### config.mk
export PLATFORM = sky130hd
export DESIGN_NAME = bid_bemf_detect
export DESIGN_NICKNAME = d
export VERILOG_FILES = /design/src/inc/bid_pkg.sv /design/src/design/bid_bemf_detect.sv /design/src/design/bid_tick_div.sv /design/src/design/bid_blank_timer.sv
export SDC_FILE = /design/constraint.sdc
export NUM_CORES = 1
export LEC_CHECK = 0
export BUFFER_PORTS_ARGS = -buffer_cell sky130_fd_sc_hd__buf_4
export CORE_MARGIN = 4
export CORE_UTILIZATION = 35
export DETAILED_ROUTE_END_ITERATION = 7
export PLACE_DENSITY = 0.63
export SLEW_MARGIN = 20
export SYNTH_ARGS = -nofsm -noshare
export SYNTH_HDL_FRONTEND = slang
export SYNTH_SLANG_ARGS = --single-unit
### constraint.sdc
create_clock -name aclk -period 6.4 [get_ports aclk]
set_input_delay 0.96 -clock aclk [delete_from_list [all_inputs] [get_ports aclk]]
set_output_delay 0.96 -clock aclk [all_outputs]
set_load 0.05 [all_outputs]
### src/inc/bid_pkg.sv
package bid_pkg;
  // clock rate and window timing
  localparam int CLK_MHZ        = 50;
  localparam int US_CYC         = CLK_MHZ;
  localparam int WIN_STEP_US    = 5;
  localparam int WIN_HI_BASE_US = 60;
  localparam int WIN_HI_STEP_US = 20;
  localparam int CW             = 16;

  // register byte offsets
  localparam logic [7:0] ADDR_CTRL = 8'h00;
  localparam logic [7:0] ADDR_CFG  = 8'h04;
  localparam logic [7:0] ADDR_CMD  = 8'h08;
  localparam logic [7:0] ADDR_STAT = 8'h0C;

  // reset values
  localparam logic [7:0]  CTRL_RST = 8'h00;
  localparam logic [22:0] CFG_RST  = 23'h007800;
  localparam logic [3:0]  DWIN_RST = 4'hF;

  // encodings
  localparam logic [1:0] TYPE_POSITION = 2'h0;
  localparam logic [1:0] RESP_OKAY     = 2'h0;
  localparam logic [1:0] RESP_SLVERR   = 2'h2;

  typedef enum logic [2:0] {
    MODE_SENSOR     = 3'b001,
    MODE_SENSORLESS = 3'b010,
    MODE_SPEED      = 3'b100
  } bid_mode_e;

  typedef enum logic [3:0] {
    ST_WAIT_C = 4'b0001,
    ST_BLANK  = 4'b0010,
    ST_DCNT   = 4'b0100,
    ST_ZARM   = 4'b1000
  } bid_state_e;

  typedef struct packed {
    logic level_edge_select_bit;
    logic edge_polarity_bit;
    logic hard_comm;
    logic autoswitch;
    logic voltage_mode;
    logic ref_enable;
    logic clk_enable;
    logic sensor_select_bit;
  } bid_ctrl_s;

  typedef struct packed {
    logic [3:0] sample_div;
    logic [3:0] demag_count_field;
    logic [3:0] demag_window_field;
    logic [3:0] window_rate_field;
    logic [2:0] threshold_select_field;
    logic [1:0] input_select_field;
    logic [1:0] sensor_type_field;
  } bid_cfg_s;

  typedef struct packed {
    logic       comp_enable;
    logic       ext_ref_sel;
    logic [2:0] ref_code;
    logic [1:0] mux_sel;
  } bid_afe_s;

  // blanking length in cycles for a window code
  // window code lengths
  function automatic logic [CW-1:0] win_cycles(input logic [3:0] code, input logic [CW-1:0] unit);
    logic [CW-1:0] us;
    us = code[3] ? CW'(WIN_HI_BASE_US + int'(code[2:0]) * WIN_HI_STEP_US)
                 : CW'((int'(code[2:0]) + 1) * WIN_STEP_US);
    return CW'(us * unit);
  endfunction

  // byte-lane merge of a bus write
  function automatic logic [31:0] wmerge(input logic [31:0] old, input logic [31:0] d, input logic [3:0] s);
    logic [31:0] r;
    r = old;
    for (int i = 0; i < 4; i++) begin
      if (s[i]) begin
        r[i*8 +: 8] = d[i*8 +: 8];
      end
    end
    return r;
  endfunction
endpackage

### src/design/bid_bemf_detect.sv
// The AXI4-Lite interface to the registers and the address map were left to the implementer.
`timescale 1ns/1ps
module bid_bemf_detect #(
  parameter int UNIT_CYC = bid_pkg::US_CYC
) (
  // clock and reset
  input  wire logic              aclk,
  input  wire logic              aresetn,
  // axi4-lite write
  input  wire logic              awvalid,
  output logic                   awready,
  input  wire logic [7:0]        awaddr,
  input  wire logic              wvalid,
  output logic                   wready,
  input  wire logic [31:0]       wdata,
  input  wire logic [3:0]        wstrb,
  output logic                   bvalid,
  input  wire logic              bready,
  output logic [1:0]             bresp,
  // axi4-lite read
  input  wire logic              arvalid,
  output logic                   arready,
  input  wire logic [7:0]        araddr,
  output logic                   rvalid,
  input  wire logic              rready,
  output logic [31:0]            rdata,
  output logic [1:0]             rresp,
  // motor side pins
  input  wire logic              phase_input_a,
  input  wire logic              phase_input_b,
  input  wire logic              phase_input_c,
  input  wire logic              comp_out,
  // analog front end control
  output bid_pkg::bid_afe_s      afe,
  // delay manager and pwm side
  input  wire logic              comm_hw,
  input  wire logic              sim_demag,
  input  wire logic              mwin_strobe,
  input  wire logic              pwm_strobe,
  output logic [3:0]             mwin_rate,
  output logic                   demag_event,
  output logic                   zero_event,
  output logic                   speed_input,
  output logic [2:0]             hall_state
);
  import bid_pkg::*;

  bid_ctrl_s   ctrl_ff;
  bid_cfg_s    cfg_ff;
  bid_afe_s    afe_ff;
  bid_state_e  st_ff;
  bid_mode_e   mode;
  logic [7:0]  aw_addr_ff;
  logic [31:0] w_data_ff;
  logic [3:0]  w_strb_ff;
  logic        aw_got_ff;
  logic        w_got_ff;
  logic        bvalid_ff;
  logic [1:0]  bresp_ff;
  logic        rvalid_ff;
  logic [31:0] rdata_ff;
  logic [1:0]  rresp_ff;
  logic [3:0]  cmd_ff;
  logic [3:0]  s1_ff;
  logic [3:0]  s2_ff;
  logic [3:0]  s3_ff;
  logic [3:0]  filt_ff;
  logic [3:0]  run_ff;
  logic        demag_flag_ff;
  logic        zero_flag_ff;
  logic        demag_ev_ff;
  logic        zero_ev_ff;
  logic        speed_ff;
  logic [2:0]  hall_ff;
  logic        do_write;
  logic        comp_en;
  logic        det_en;
  logic        c_evt;
  logic        sim_d;
  logic        d_tick;
  logic        z_tick;
  logic        cmp;
  logic        d_level;
  logic        z_level;
  logic        d_cond;
  logic        z_cond;
  logic [3:0]  limit;
  logic        d_hit;
  logic        z_hit;
  logic        order_on;
  logic        blank_load;
  logic        blank_busy;
  logic        blank_done;
  logic        sel_in;

  // write channel handshakes
  assign awready  = !aw_got_ff && !bvalid_ff;
  assign wready   = !w_got_ff && !bvalid_ff;
  assign do_write = aw_got_ff && w_got_ff && !bvalid_ff;

  // capture address and data in either order
  always_ff @(posedge aclk) begin
    if (!aresetn) begin
      aw_got_ff  <= 1'b0;
      w_got_ff   <= 1'b0;
      aw_addr_ff <= 8'h00;
      w_data_ff  <= 32'h00000000;
      w_strb_ff  <= 4'h0;
    end else begin
      if (awvalid && awready) begin
        aw_got_ff  <= 1'b1;
        aw_addr_ff <= awaddr;
      end else if (do_write) begin
        aw_got_ff <= 1'b0;
      end
      if (wvalid && wready) begin
        w_got_ff  <= 1'b1;
        w_data_ff <= wdata;
        w_strb_ff <= wstrb;
      end else if (do_write) begin
        w_got_ff <= 1'b0;
      end
    end
  end

  // write response
  always_ff @(posedge aclk) begin
    if (!aresetn) begin
      bvalid_ff <= 1'b0;
      bresp_ff  <= RESP_OKAY;
    end else if (do_write) begin
      bvalid_ff <= 1'b1;
      bresp_ff  <= (aw_addr_ff[7:2] > ADDR_STAT[7:2]) ? RESP_SLVERR : RESP_OKAY;
    end else if (bready) begin
      bvalid_ff <= 1'b0;
    end
  end

  assign bvalid = bvalid_ff;
  assign bresp  = bresp_ff;

  // control and configuration registers
  // window field reset
  always_ff @(posedge aclk) begin
    if (!aresetn) begin
      ctrl_ff <= CTRL_RST;
      cfg_ff  <= CFG_RST;
    end else if (do_write && aw_addr_ff[7:2] == ADDR_CTRL[7:2]) begin
      ctrl_ff <= 8'(wmerge(32'(ctrl_ff), w_data_ff, w_strb_ff));
    end else if (do_write && aw_addr_ff[7:2] == ADDR_CFG[7:2]) begin
      cfg_ff <= 23'(wmerge(32'(cfg_ff), w_data_ff, w_strb_ff));
    end
  end

  // command pulses, one cycle each
  always_ff @(posedge aclk) begin
    if (!aresetn) begin
      cmd_ff <= 4'h0;
    end else if (do_write && aw_addr_ff[7:2] == ADDR_CMD[7:2] && w_strb_ff[0]) begin
      cmd_ff <= w_data_ff[3:0];
    end else begin
      cmd_ff <= 4'h0;
    end
  end

  // read channel
  assign arready = !rvalid_ff;

  always_ff @(posedge aclk) begin
    if (!aresetn) begin
      rvalid_ff <= 1'b0;
      rdata_ff  <= 32'h00000000;
      rresp_ff  <= RESP_OKAY;
    end else if (arvalid && arready) begin
      rvalid_ff <= 1'b1;
      rresp_ff  <= RESP_OKAY;
      case (araddr[7:2])
        ADDR_CTRL[7:2]: rdata_ff <= 32'(ctrl_ff);
        ADDR_CFG[7:2]:  rdata_ff <= 32'(cfg_ff);
        ADDR_CMD[7:2]:  rdata_ff <= 32'h00000000;
        ADDR_STAT[7:2]: rdata_ff <= {17'h00000, cmp, filt_ff[2:0], run_ff, mode,
                                     comp_en, blank_busy, zero_flag_ff, demag_flag_ff};
        default: begin
          rdata_ff <= 32'h00000000;
          rresp_ff <= RESP_SLVERR;
        end
      endcase
    end else if (rready) begin
      rvalid_ff <= 1'b0;
    end
  end

  assign rvalid = rvalid_ff;
  assign rdata  = rdata_ff;
  assign rresp  = rresp_ff;

  // pin synchronisers, change taken when stages two and three agree
  always_ff @(posedge aclk) begin
    if (!aresetn) begin
      s1_ff   <= 4'h0;
      s2_ff   <= 4'h0;
      s3_ff   <= 4'h0;
      filt_ff <= 4'h0;
    end else begin
      s1_ff   <= {comp_out, phase_input_c, phase_input_b, phase_input_a};
      s2_ff   <= s1_ff;
      s3_ff   <= s2_ff;
      filt_ff <= (~(s2_ff ^ s3_ff) & s3_ff) | ((s2_ff ^ s3_ff) & filt_ff);
    end
  end

  // operating mode
  // mode select
  always_comb begin
    if (cfg_ff.sensor_type_field != TYPE_POSITION) begin
      mode = MODE_SPEED;
    end else if (ctrl_ff.sensor_select_bit) begin
      mode = MODE_SENSOR;
    end else begin
      mode = MODE_SENSORLESS;
    end
  end

  // one phase input picked
  // input steering
  always_comb begin
    case (cfg_ff.input_select_field)
      2'h1:    sel_in = filt_ff[1];
      2'h2:    sel_in = filt_ff[2];
      default: sel_in = filt_ff[0];
    endcase
  end

  assign comp_en = ctrl_ff.clk_enable || ctrl_ff.ref_enable;
  assign det_en  = comp_en && (mode != MODE_SPEED);

  // analog front end settings
  // reference select
  always_ff @(posedge aclk) begin
    if (!aresetn) begin
      afe_ff <= '0;
    end else begin
      afe_ff.comp_enable <= comp_en;
      afe_ff.ext_ref_sel <= (cfg_ff.threshold_select_field == 3'h7);
      afe_ff.ref_code    <= cfg_ff.threshold_select_field;
      afe_ff.mux_sel     <= cfg_ff.input_select_field;
    end
  end

  assign afe       = afe_ff;
  assign mwin_rate = cfg_ff.window_rate_field;

  // digital and hall outputs by mode
  // input use by mode
  always_ff @(posedge aclk) begin
    if (!aresetn) begin
      speed_ff <= 1'b0;
      hall_ff  <= 3'h0;
    end else begin
      speed_ff <= (mode == MODE_SPEED) && sel_in;
      hall_ff  <= (mode == MODE_SENSOR) ? filt_ff[2:0] : 3'h0;
    end
  end

  assign speed_input = speed_ff;
  assign hall_state  = hall_ff;

  // event sources and sample pacing
  assign c_evt = det_en && (comm_hw || cmd_ff[0]);
  assign sim_d = sim_demag || cmd_ff[1];
  assign z_tick = ctrl_ff.voltage_mode ? pwm_strobe : mwin_strobe;

  bid_tick_div u_div (
    .aclk    (aclk),
    .aresetn (aresetn),
    .div     (cfg_ff.sample_div),
    .tick    (d_tick)
  );

  assign blank_load = c_evt && (mode == MODE_SENSORLESS);

  bid_blank_timer #(.UNIT_CYC(UNIT_CYC)) u_blank (
    .aclk    (aclk),
    .aresetn (aresetn),
    .load    (blank_load),
    .code    (cfg_ff.demag_window_field),
    .busy    (blank_busy),
    .done    (blank_done)
  );

  // edge classification on the comparator level
  // edge polarity
  assign cmp     = filt_ff[3];
  assign d_level = !ctrl_ff.edge_polarity_bit;
  assign z_level = ctrl_ff.level_edge_select_bit ? d_level : ctrl_ff.edge_polarity_bit;
  assign d_cond  = (cmp == d_level);
  assign z_cond  = (cmp == z_level);

  assign limit = ctrl_ff.sensor_select_bit ? 4'h0 : cfg_ff.demag_count_field;

  assign d_hit = det_en && !c_evt && (st_ff == ST_DCNT)
               && (sim_d || (d_tick && d_cond && run_ff == limit));

  assign order_on = ctrl_ff.autoswitch && ctrl_ff.hard_comm;
  assign z_hit    = det_en && !c_evt && z_tick && z_cond
                  && (order_on ? (st_ff == ST_ZARM) : (st_ff != ST_BLANK));

  // sequencer: commutation, blanking, demag count, zero arm
  always_ff @(posedge aclk) begin
    if (!aresetn) begin
      st_ff <= ST_WAIT_C;
    end else if (!det_en) begin
      st_ff <= ST_WAIT_C;
    end else if (c_evt) begin
      st_ff <= (mode == MODE_SENSOR) ? ST_DCNT : ST_BLANK;
    end else begin
      case (st_ff)
        ST_WAIT_C: st_ff <= ST_WAIT_C;
        ST_BLANK:  st_ff <= blank_done ? ST_DCNT : ST_BLANK;
        ST_DCNT:   st_ff <= d_hit ? ST_ZARM : ST_DCNT;
        ST_ZARM:   st_ff <= z_hit ? ST_WAIT_C : ST_ZARM;
        default:   st_ff <= ST_WAIT_C;
      endcase
    end
  end

  // consecutive detection counter
  // restart on miss
  always_ff @(posedge aclk) begin
    if (!aresetn) begin
      run_ff <= 4'h0;
    end else if (st_ff != ST_DCNT || c_evt || d_hit) begin
      run_ff <= 4'h0;
    end else if (d_tick) begin
      run_ff <= d_cond ? run_ff + 4'h1 : 4'h0;
    end
  end

  // sticky flags, a set beats a clear
  always_ff @(posedge aclk) begin
    if (!aresetn) begin
      demag_flag_ff <= 1'b0;
      zero_flag_ff  <= 1'b0;
      demag_ev_ff   <= 1'b0;
      zero_ev_ff    <= 1'b0;
    end else begin
      demag_flag_ff <= d_hit || (demag_flag_ff && !cmd_ff[2]);
      zero_flag_ff  <= z_hit || (zero_flag_ff && !cmd_ff[3]);
      demag_ev_ff   <= d_hit;
      zero_ev_ff    <= z_hit;
    end
  end

  assign demag_event = demag_ev_ff;
  assign zero_event  = zero_ev_ff;

  property p_comp_off;
    @(posedge aclk) disable iff (!aresetn)
      !comp_en |=> !demag_event && !zero_event;
  endproperty
  a_comp_off: assert property (p_comp_off) else $error("event with comparator off");

  property p_order;
    @(posedge aclk) disable iff (!aresetn)
      (order_on && st_ff != ST_ZARM) |=> !zero_event;
  endproperty
  a_order: assert property (p_order) else $error("zero crossing out of order");

  property p_blank_start;
    @(posedge aclk) disable iff (!aresetn)
      (c_evt && mode == MODE_SENSORLESS) |=> (st_ff == ST_BLANK) && blank_busy;
  endproperty
  a_blank_start: assert property (p_blank_start) else $error("no blanking after commutation");

  property p_no_blank;
    @(posedge aclk) disable iff (!aresetn)
      (c_evt && mode == MODE_SENSOR) |=> (st_ff == ST_DCNT) && !blank_busy;
  endproperty
  a_no_blank: assert property (p_no_blank) else $error("blanking in sensor mode");

  property p_limit;
    @(posedge aclk) disable iff (!aresetn)
      (st_ff == ST_DCNT && det_en && !c_evt && d_tick && d_cond && run_ff == limit)
        |=> demag_flag_ff && (st_ff == ST_ZARM) ##1 !demag_event;
  endproperty
  a_limit: assert property (p_limit) else $error("demag limit not honoured");

  property p_run_restart;
    @(posedge aclk) disable iff (!aresetn)
      (st_ff == ST_DCNT && d_tick && !d_cond) |=> (run_ff == 4'h0);
  endproperty
  a_run_restart: assert property (p_run_restart) else $error("counter kept on miss");

  property p_sim_demag;
    @(posedge aclk) disable iff (!aresetn)
      (st_ff == ST_DCNT && det_en && !c_evt && sim_d) |=> demag_event;
  endproperty
  a_sim_demag: assert property (p_sim_demag) else $error("simulated demag filtered");

  property p_rst_window;
    @(posedge aclk) $rose(aresetn) |-> (cfg_ff.demag_window_field == DWIN_RST);
  endproperty
  a_rst_window: assert property (p_rst_window) else $error("window reset value wrong");

  property p_speed_mode;
    @(posedge aclk) disable iff (!aresetn)
      (cfg_ff.sensor_type_field != TYPE_POSITION) |=> !demag_event && !zero_event;
  endproperty
  a_speed_mode: assert property (p_speed_mode) else $error("detection in speed mode");
endmodule

### src/design/bid_tick_div.sv
`timescale 1ns/1ps
module bid_tick_div (
  // clock and reset
  input  wire logic       aclk,
  input  wire logic       aresetn,
  // divider setting and strobe
  input  wire logic [3:0] div,
  output logic            tick
);
  import bid_pkg::*;

  logic [3:0] cnt_ff;
  logic       tick_ff;

  // one strobe every div+1 cycles
  // selectable sample rate
  always_ff @(posedge aclk) begin
    if (!aresetn) begin
      cnt_ff  <= 4'h0;
      tick_ff <= 1'b0;
    end else if (cnt_ff >= div) begin
      cnt_ff  <= 4'h0;
      tick_ff <= 1'b1;
    end else begin
      cnt_ff  <= cnt_ff + 4'h1;
      tick_ff <= 1'b0;
    end
  end

  assign tick = tick_ff;

  property p_tick_spacing;
    @(posedge aclk) disable iff (!aresetn)
      (tick_ff && div != 4'h0 && $stable(div)) |=> !tick_ff;
  endproperty
  a_tick_spacing: assert property (p_tick_spacing) else $error("sample strobe too close");
endmodule

### src/design/bid_blank_timer.sv
`timescale 1ns/1ps
module bid_blank_timer #(
  parameter int UNIT_CYC = bid_pkg::US_CYC
) (
  // clock and reset
  input  wire logic       aclk,
  input  wire logic       aresetn,
  // window control
  input  wire logic       load,
  input  wire logic [3:0] code,
  output logic            busy,
  output logic            done
);
  import bid_pkg::*;

  logic [CW-1:0] cnt_ff;
  logic          done_ff;

  // load window length, count down to zero
  // cycle-counted window
  always_ff @(posedge aclk) begin
    if (!aresetn) begin
      cnt_ff  <= '0;
      done_ff <= 1'b0;
    end else if (load) begin
      cnt_ff  <= win_cycles(code, CW'(UNIT_CYC));
      done_ff <= 1'b0;
    end else begin
      cnt_ff  <= (cnt_ff != '0) ? cnt_ff - CW'(1) : cnt_ff;
      done_ff <= (cnt_ff == CW'(1));
    end
  end

  assign busy = (cnt_ff != '0);
  assign done = done_ff;

  property p_load_len;
    @(posedge aclk) disable iff (!aresetn)
      load |=> (cnt_ff == win_cycles($past(code), CW'(UNIT_CYC)));
  endproperty
  a_load_len: assert property (p_load_len) else $error("window length wrong");
endmodule

==> metrics.txt <==
TritonCTS clock tree=done; top_reg_cell synth=dfxtp_1; VDD IR max=~190 uV; status=finished, final reports clean; die footprint=24400 sq um; clk sink count=approximately 160; unrepaired setup endpoints after global routing=false; Crit Path Max Fanout=8; initial drt markers=about 360; GRT overflow=0; Critical Path Stages=19; DP Wirelength=13.9 mm; mean number of vias per cell=roughly 5; Setup TNS=0 ns; RD Place Congestion=around 0.85; initial antenna violation count=0; Post-route DRC=0; Num CTS Buffers=17; Final Util=0.429; synth warn=0; crit path time final=4.98 ns; # hold bufs at CTS=0; setup violators final=0; Diodes inserted=0; input/output buffers=slightly below 100; most frequent cells in the layout=dfxtp_1, buf_4, nor2_1, nand2_1, a21oi_1; Psw=approximately 770 uW; Mapped Area=roughly 7700 sq um; Comb pwr share=0.169; # Post-CTS Setup Buffers=0; Initial Utilization=0.360; Max Cap Violations=0; wire per inst=~15 um; critical path's largest stage delay=between 0.4 and 0.5 ns; asr flop ratio synth=0; Rows=between 50 and 60; CP most frequent cell=ha_1; Cell Pwr Density=277 nW/um^2; Setup WS pre-CTS=roughly 1.4 ns; reg-to-reg endpoint=u_blank.cnt_ff[15]; critical path type=reg2reg; final-layout fill cell count=~2100; CTS HTree Levels=4; fin crit share=0.778; Max Fclk=201 MHz; Startpoint Class=flop; WL met3=1.08 mm; Post-Route WL=about 19 mm; DR vias=about 6300; fin area=9160 sq um; Internal=around 1.8 mW; core area=~21000 sq um; top layer in use=met4; sequential area share after synthesis=0.408; worst clock skew=0.0115 ns; worst path arrival time=around 5.3 ns; M1 wire length=9.17 mm; met2 wire length=about 8.2 mm; Required @ worst endpoint=between 6 and 7 ns; worst path bufs/invs=4; Syn Inst Count=865; crit-path cells=inv_1 > ha_1 > ha_1 > ha_1 > inv_1 > fa_1 > xnor2_1 > o21ai_0 > ha_1 > ha_1 > inv_1 > fa_1 > inv_1 > ha_1 > and3_1 > a221o_1 > or2_2 > a31oi_1 > a211oi_2; Tot Pwr=about 2.5 mW; Root Driver=clkbuf_16; critical path's slowest cell=dfxtp_1; post-synthesis register bit count=157; share of the synthesized area in the top cell type=0.408; switching share of total power=0.302; Least-Margin Pin Slew=approximately 1 ns; average size of a mapped cell=around 8.9 sq um; Seq. cell area=approximately 3100 sq um; io pins=125; Leak Pwr=between 3 and 4 nW; commonest non-fill, non-tap cell in the layout=dfxtp_1; worst reg2reg path startpoint=cfg_ff[11]; largest net degree at the start of global routing=roughly 80; Placement Cell Area=8560 sq um; DIE HEIGHT=156 um; HP Class=reg2reg; Slew HR=0.349; CTS-repair resized insts=0; library cells used by synthesis=71; capture point of the critical path=u_blank.cnt_ff[15]; share of cells above drive strength 1=0.165; worst setup margin=~1.4 ns; Die W=around 160 um; Critical path origin=cfg_ff[11]; Worst-Skew Late Latency=about 0.44 ns; Final ANT Viol Nets=0; fin nets=around 1100; Critical Path End Type=flop; Slew Limit Fails=0; Fin. Hold Viols=0; Post-synth EDFFs=0; dominant cell type by area after synthesis=dfxtp_1; layout overhead on the synthesized area=19.0%; first-pass GRT wire length=30.9 mm; CTS Buffer Depth=2; synth top area cells=dfxtp_1, ha_1, mux2i_1; GRT Util Overall=0.157; vias in the first global route=5891; Pre-antenna DRT Iters=5; Crit path max-delay family=adder cells; clock share of power=0.403; r2r setup slk=approximately 1.4 ns; area occupied by multi-input gates=between 4000 and 5000 sq um; clk slew on worst S/H paths=approximately 0.07 ns; Seq pwr share=0.428; reg2reg path depth=19
==> routing by layer <==
metal  track usage  up-vias
li1              -     3166
met1         0.226     2935
met2         0.231      147
met3        0.0429       22
met4        0.0438        0
met5             0        -
==> worst min-delay path by stage <==
stage | from | to | slack, ns | depth (start not counted)
finish | s1_ff[2] | s2_ff[2] | 0.44 | 1
global route | s1_ff[2] | s2_ff[2] | 0.46 | 1
CTS | s1_ff[2] | s2_ff[2] | 0.45 | 1
detailed placement | s1_ff[2] | s2_ff[2] | 0.43 | 1
global placement | s1_ff[2] | s2_ff[2] | 0.43 | 1
floorplan | s1_ff[0] | s2_ff[0] | 0.41 | 1
==> worst reg2reg max path: cells and delay by family (launching register included) <==
family | cells | cell delay, ns
compound gates | 4 | 1.00
xor+xnor | 1 | 0.13
fa+ha+maj | 8 | 2.43
buf+inv | 4 | 0.31
flops | 1 | 0.47
simple gates | 2 | 0.50
==> area by class of cell <==
class / instances / area share
well taps: 275 / 0.0376
inverters: 41 / 0.0169
repair buffers: 101 / 0.0828
flip-flops and latches: 157 / 0.343
multi-input cells: 626 / 0.454
clock buffers: 17 / 0.0464
clock inverters: 15 / 0.0190
==> power groups by stage <==
stage / Clock, mW / Combinational [mW] / Sequential (mW)
floorplan: 0 / 0.332 / 1.10
global placement: 0 / 0.425 / 1.11
detailed placement: 0 / 0.428 / 1.11
CTS: 1.04 / 0.431 / 1.09
global route: 1.08 / 0.482 / 1.10
finish: 1.02 / 0.428 / 1.09
==> synth_stat cells, types with 3 or more instances <==
cell / number
nor2b_1: 4
buf_4: 15
clkbuf_1: 28
and2_1: 24
fa_1: 4
a21oi_1: 60
nor3_1: 17
and3_1: 5
nand4b_1: 4
or3_1: 6
nand2_1: 84
xor2_1: 10
o22ai_1: 3
inv_1: 40
nor4b_1: 4
nor3_2: 3
ha_1: 53
a31oi_1: 9
dfxtp_1: 157
a211oi_1: 6
nand4_1: 6
mux2i_1: 43
or2_2: 4
o21ai_1: 11
nand2b_1: 8
nor2_1: 90
or4_1: 3
a21o_1: 9
nor3b_1: 3
nor4_1: 9
nand3_1: 23
mux2_2: 9
o21ai_0: 26
a22oi_1: 21
xnor2_1: 15
buf_1: 5
==> state kept, by name, indices dropped and copies added, names as in the netlist, 3 cells and up, named ones only <==
| name | cells |
|---|---|
| rdata | 23 |
| w_strb_ff | 3 |
| s2_ff | 4 |
| mwin_rate | 4 |
| ctrl_ff | 8 |
| cfg_ff | 19 |
| cmd_ff | 4 |
| s3_ff | 4 |
| hall_state | 3 |
| u_blank.cnt_ff | 16 |
| w_data_ff | 23 |
| aw_addr_ff | 6 |
| st_ff | 4 |
| u_div.cnt_ff | 4 |
| afe | 7 |
| run_ff | 4 |
| s1_ff | 4 |
==> per-stage QoR <==
stage / hold WS (ns) / std cells
2_1_floorplan: 0.412 / 875
3_3_place_gp: 0.429 / 1200
3_5_place_dp: 0.429 / 1200
4_1_cts: 0.450 / 1232
5_1_grt: 0.461 / 1232
6_report: 0.444 / 1232
==> cell families (layout without fill, tap and decap cells) <==
group | after synthesis | after routing | synth area share
adders and majority gates | 57 | 57 | 0.0966
other | 1 | 11 | 0.000487
xor gates and xnor gates | 25 | 25 | 0.0285
and+or+nand+nor | 311 | 311 | 0.204
buffers and inverters | 92 | 174 | 0.0558
DFF | 157 | 157 | 0.408
muxes | 52 | 52 | 0.0691
AOI/OAI and AO/OA | 170 | 170 | 0.138
Power figures use the tool's default switching activity.
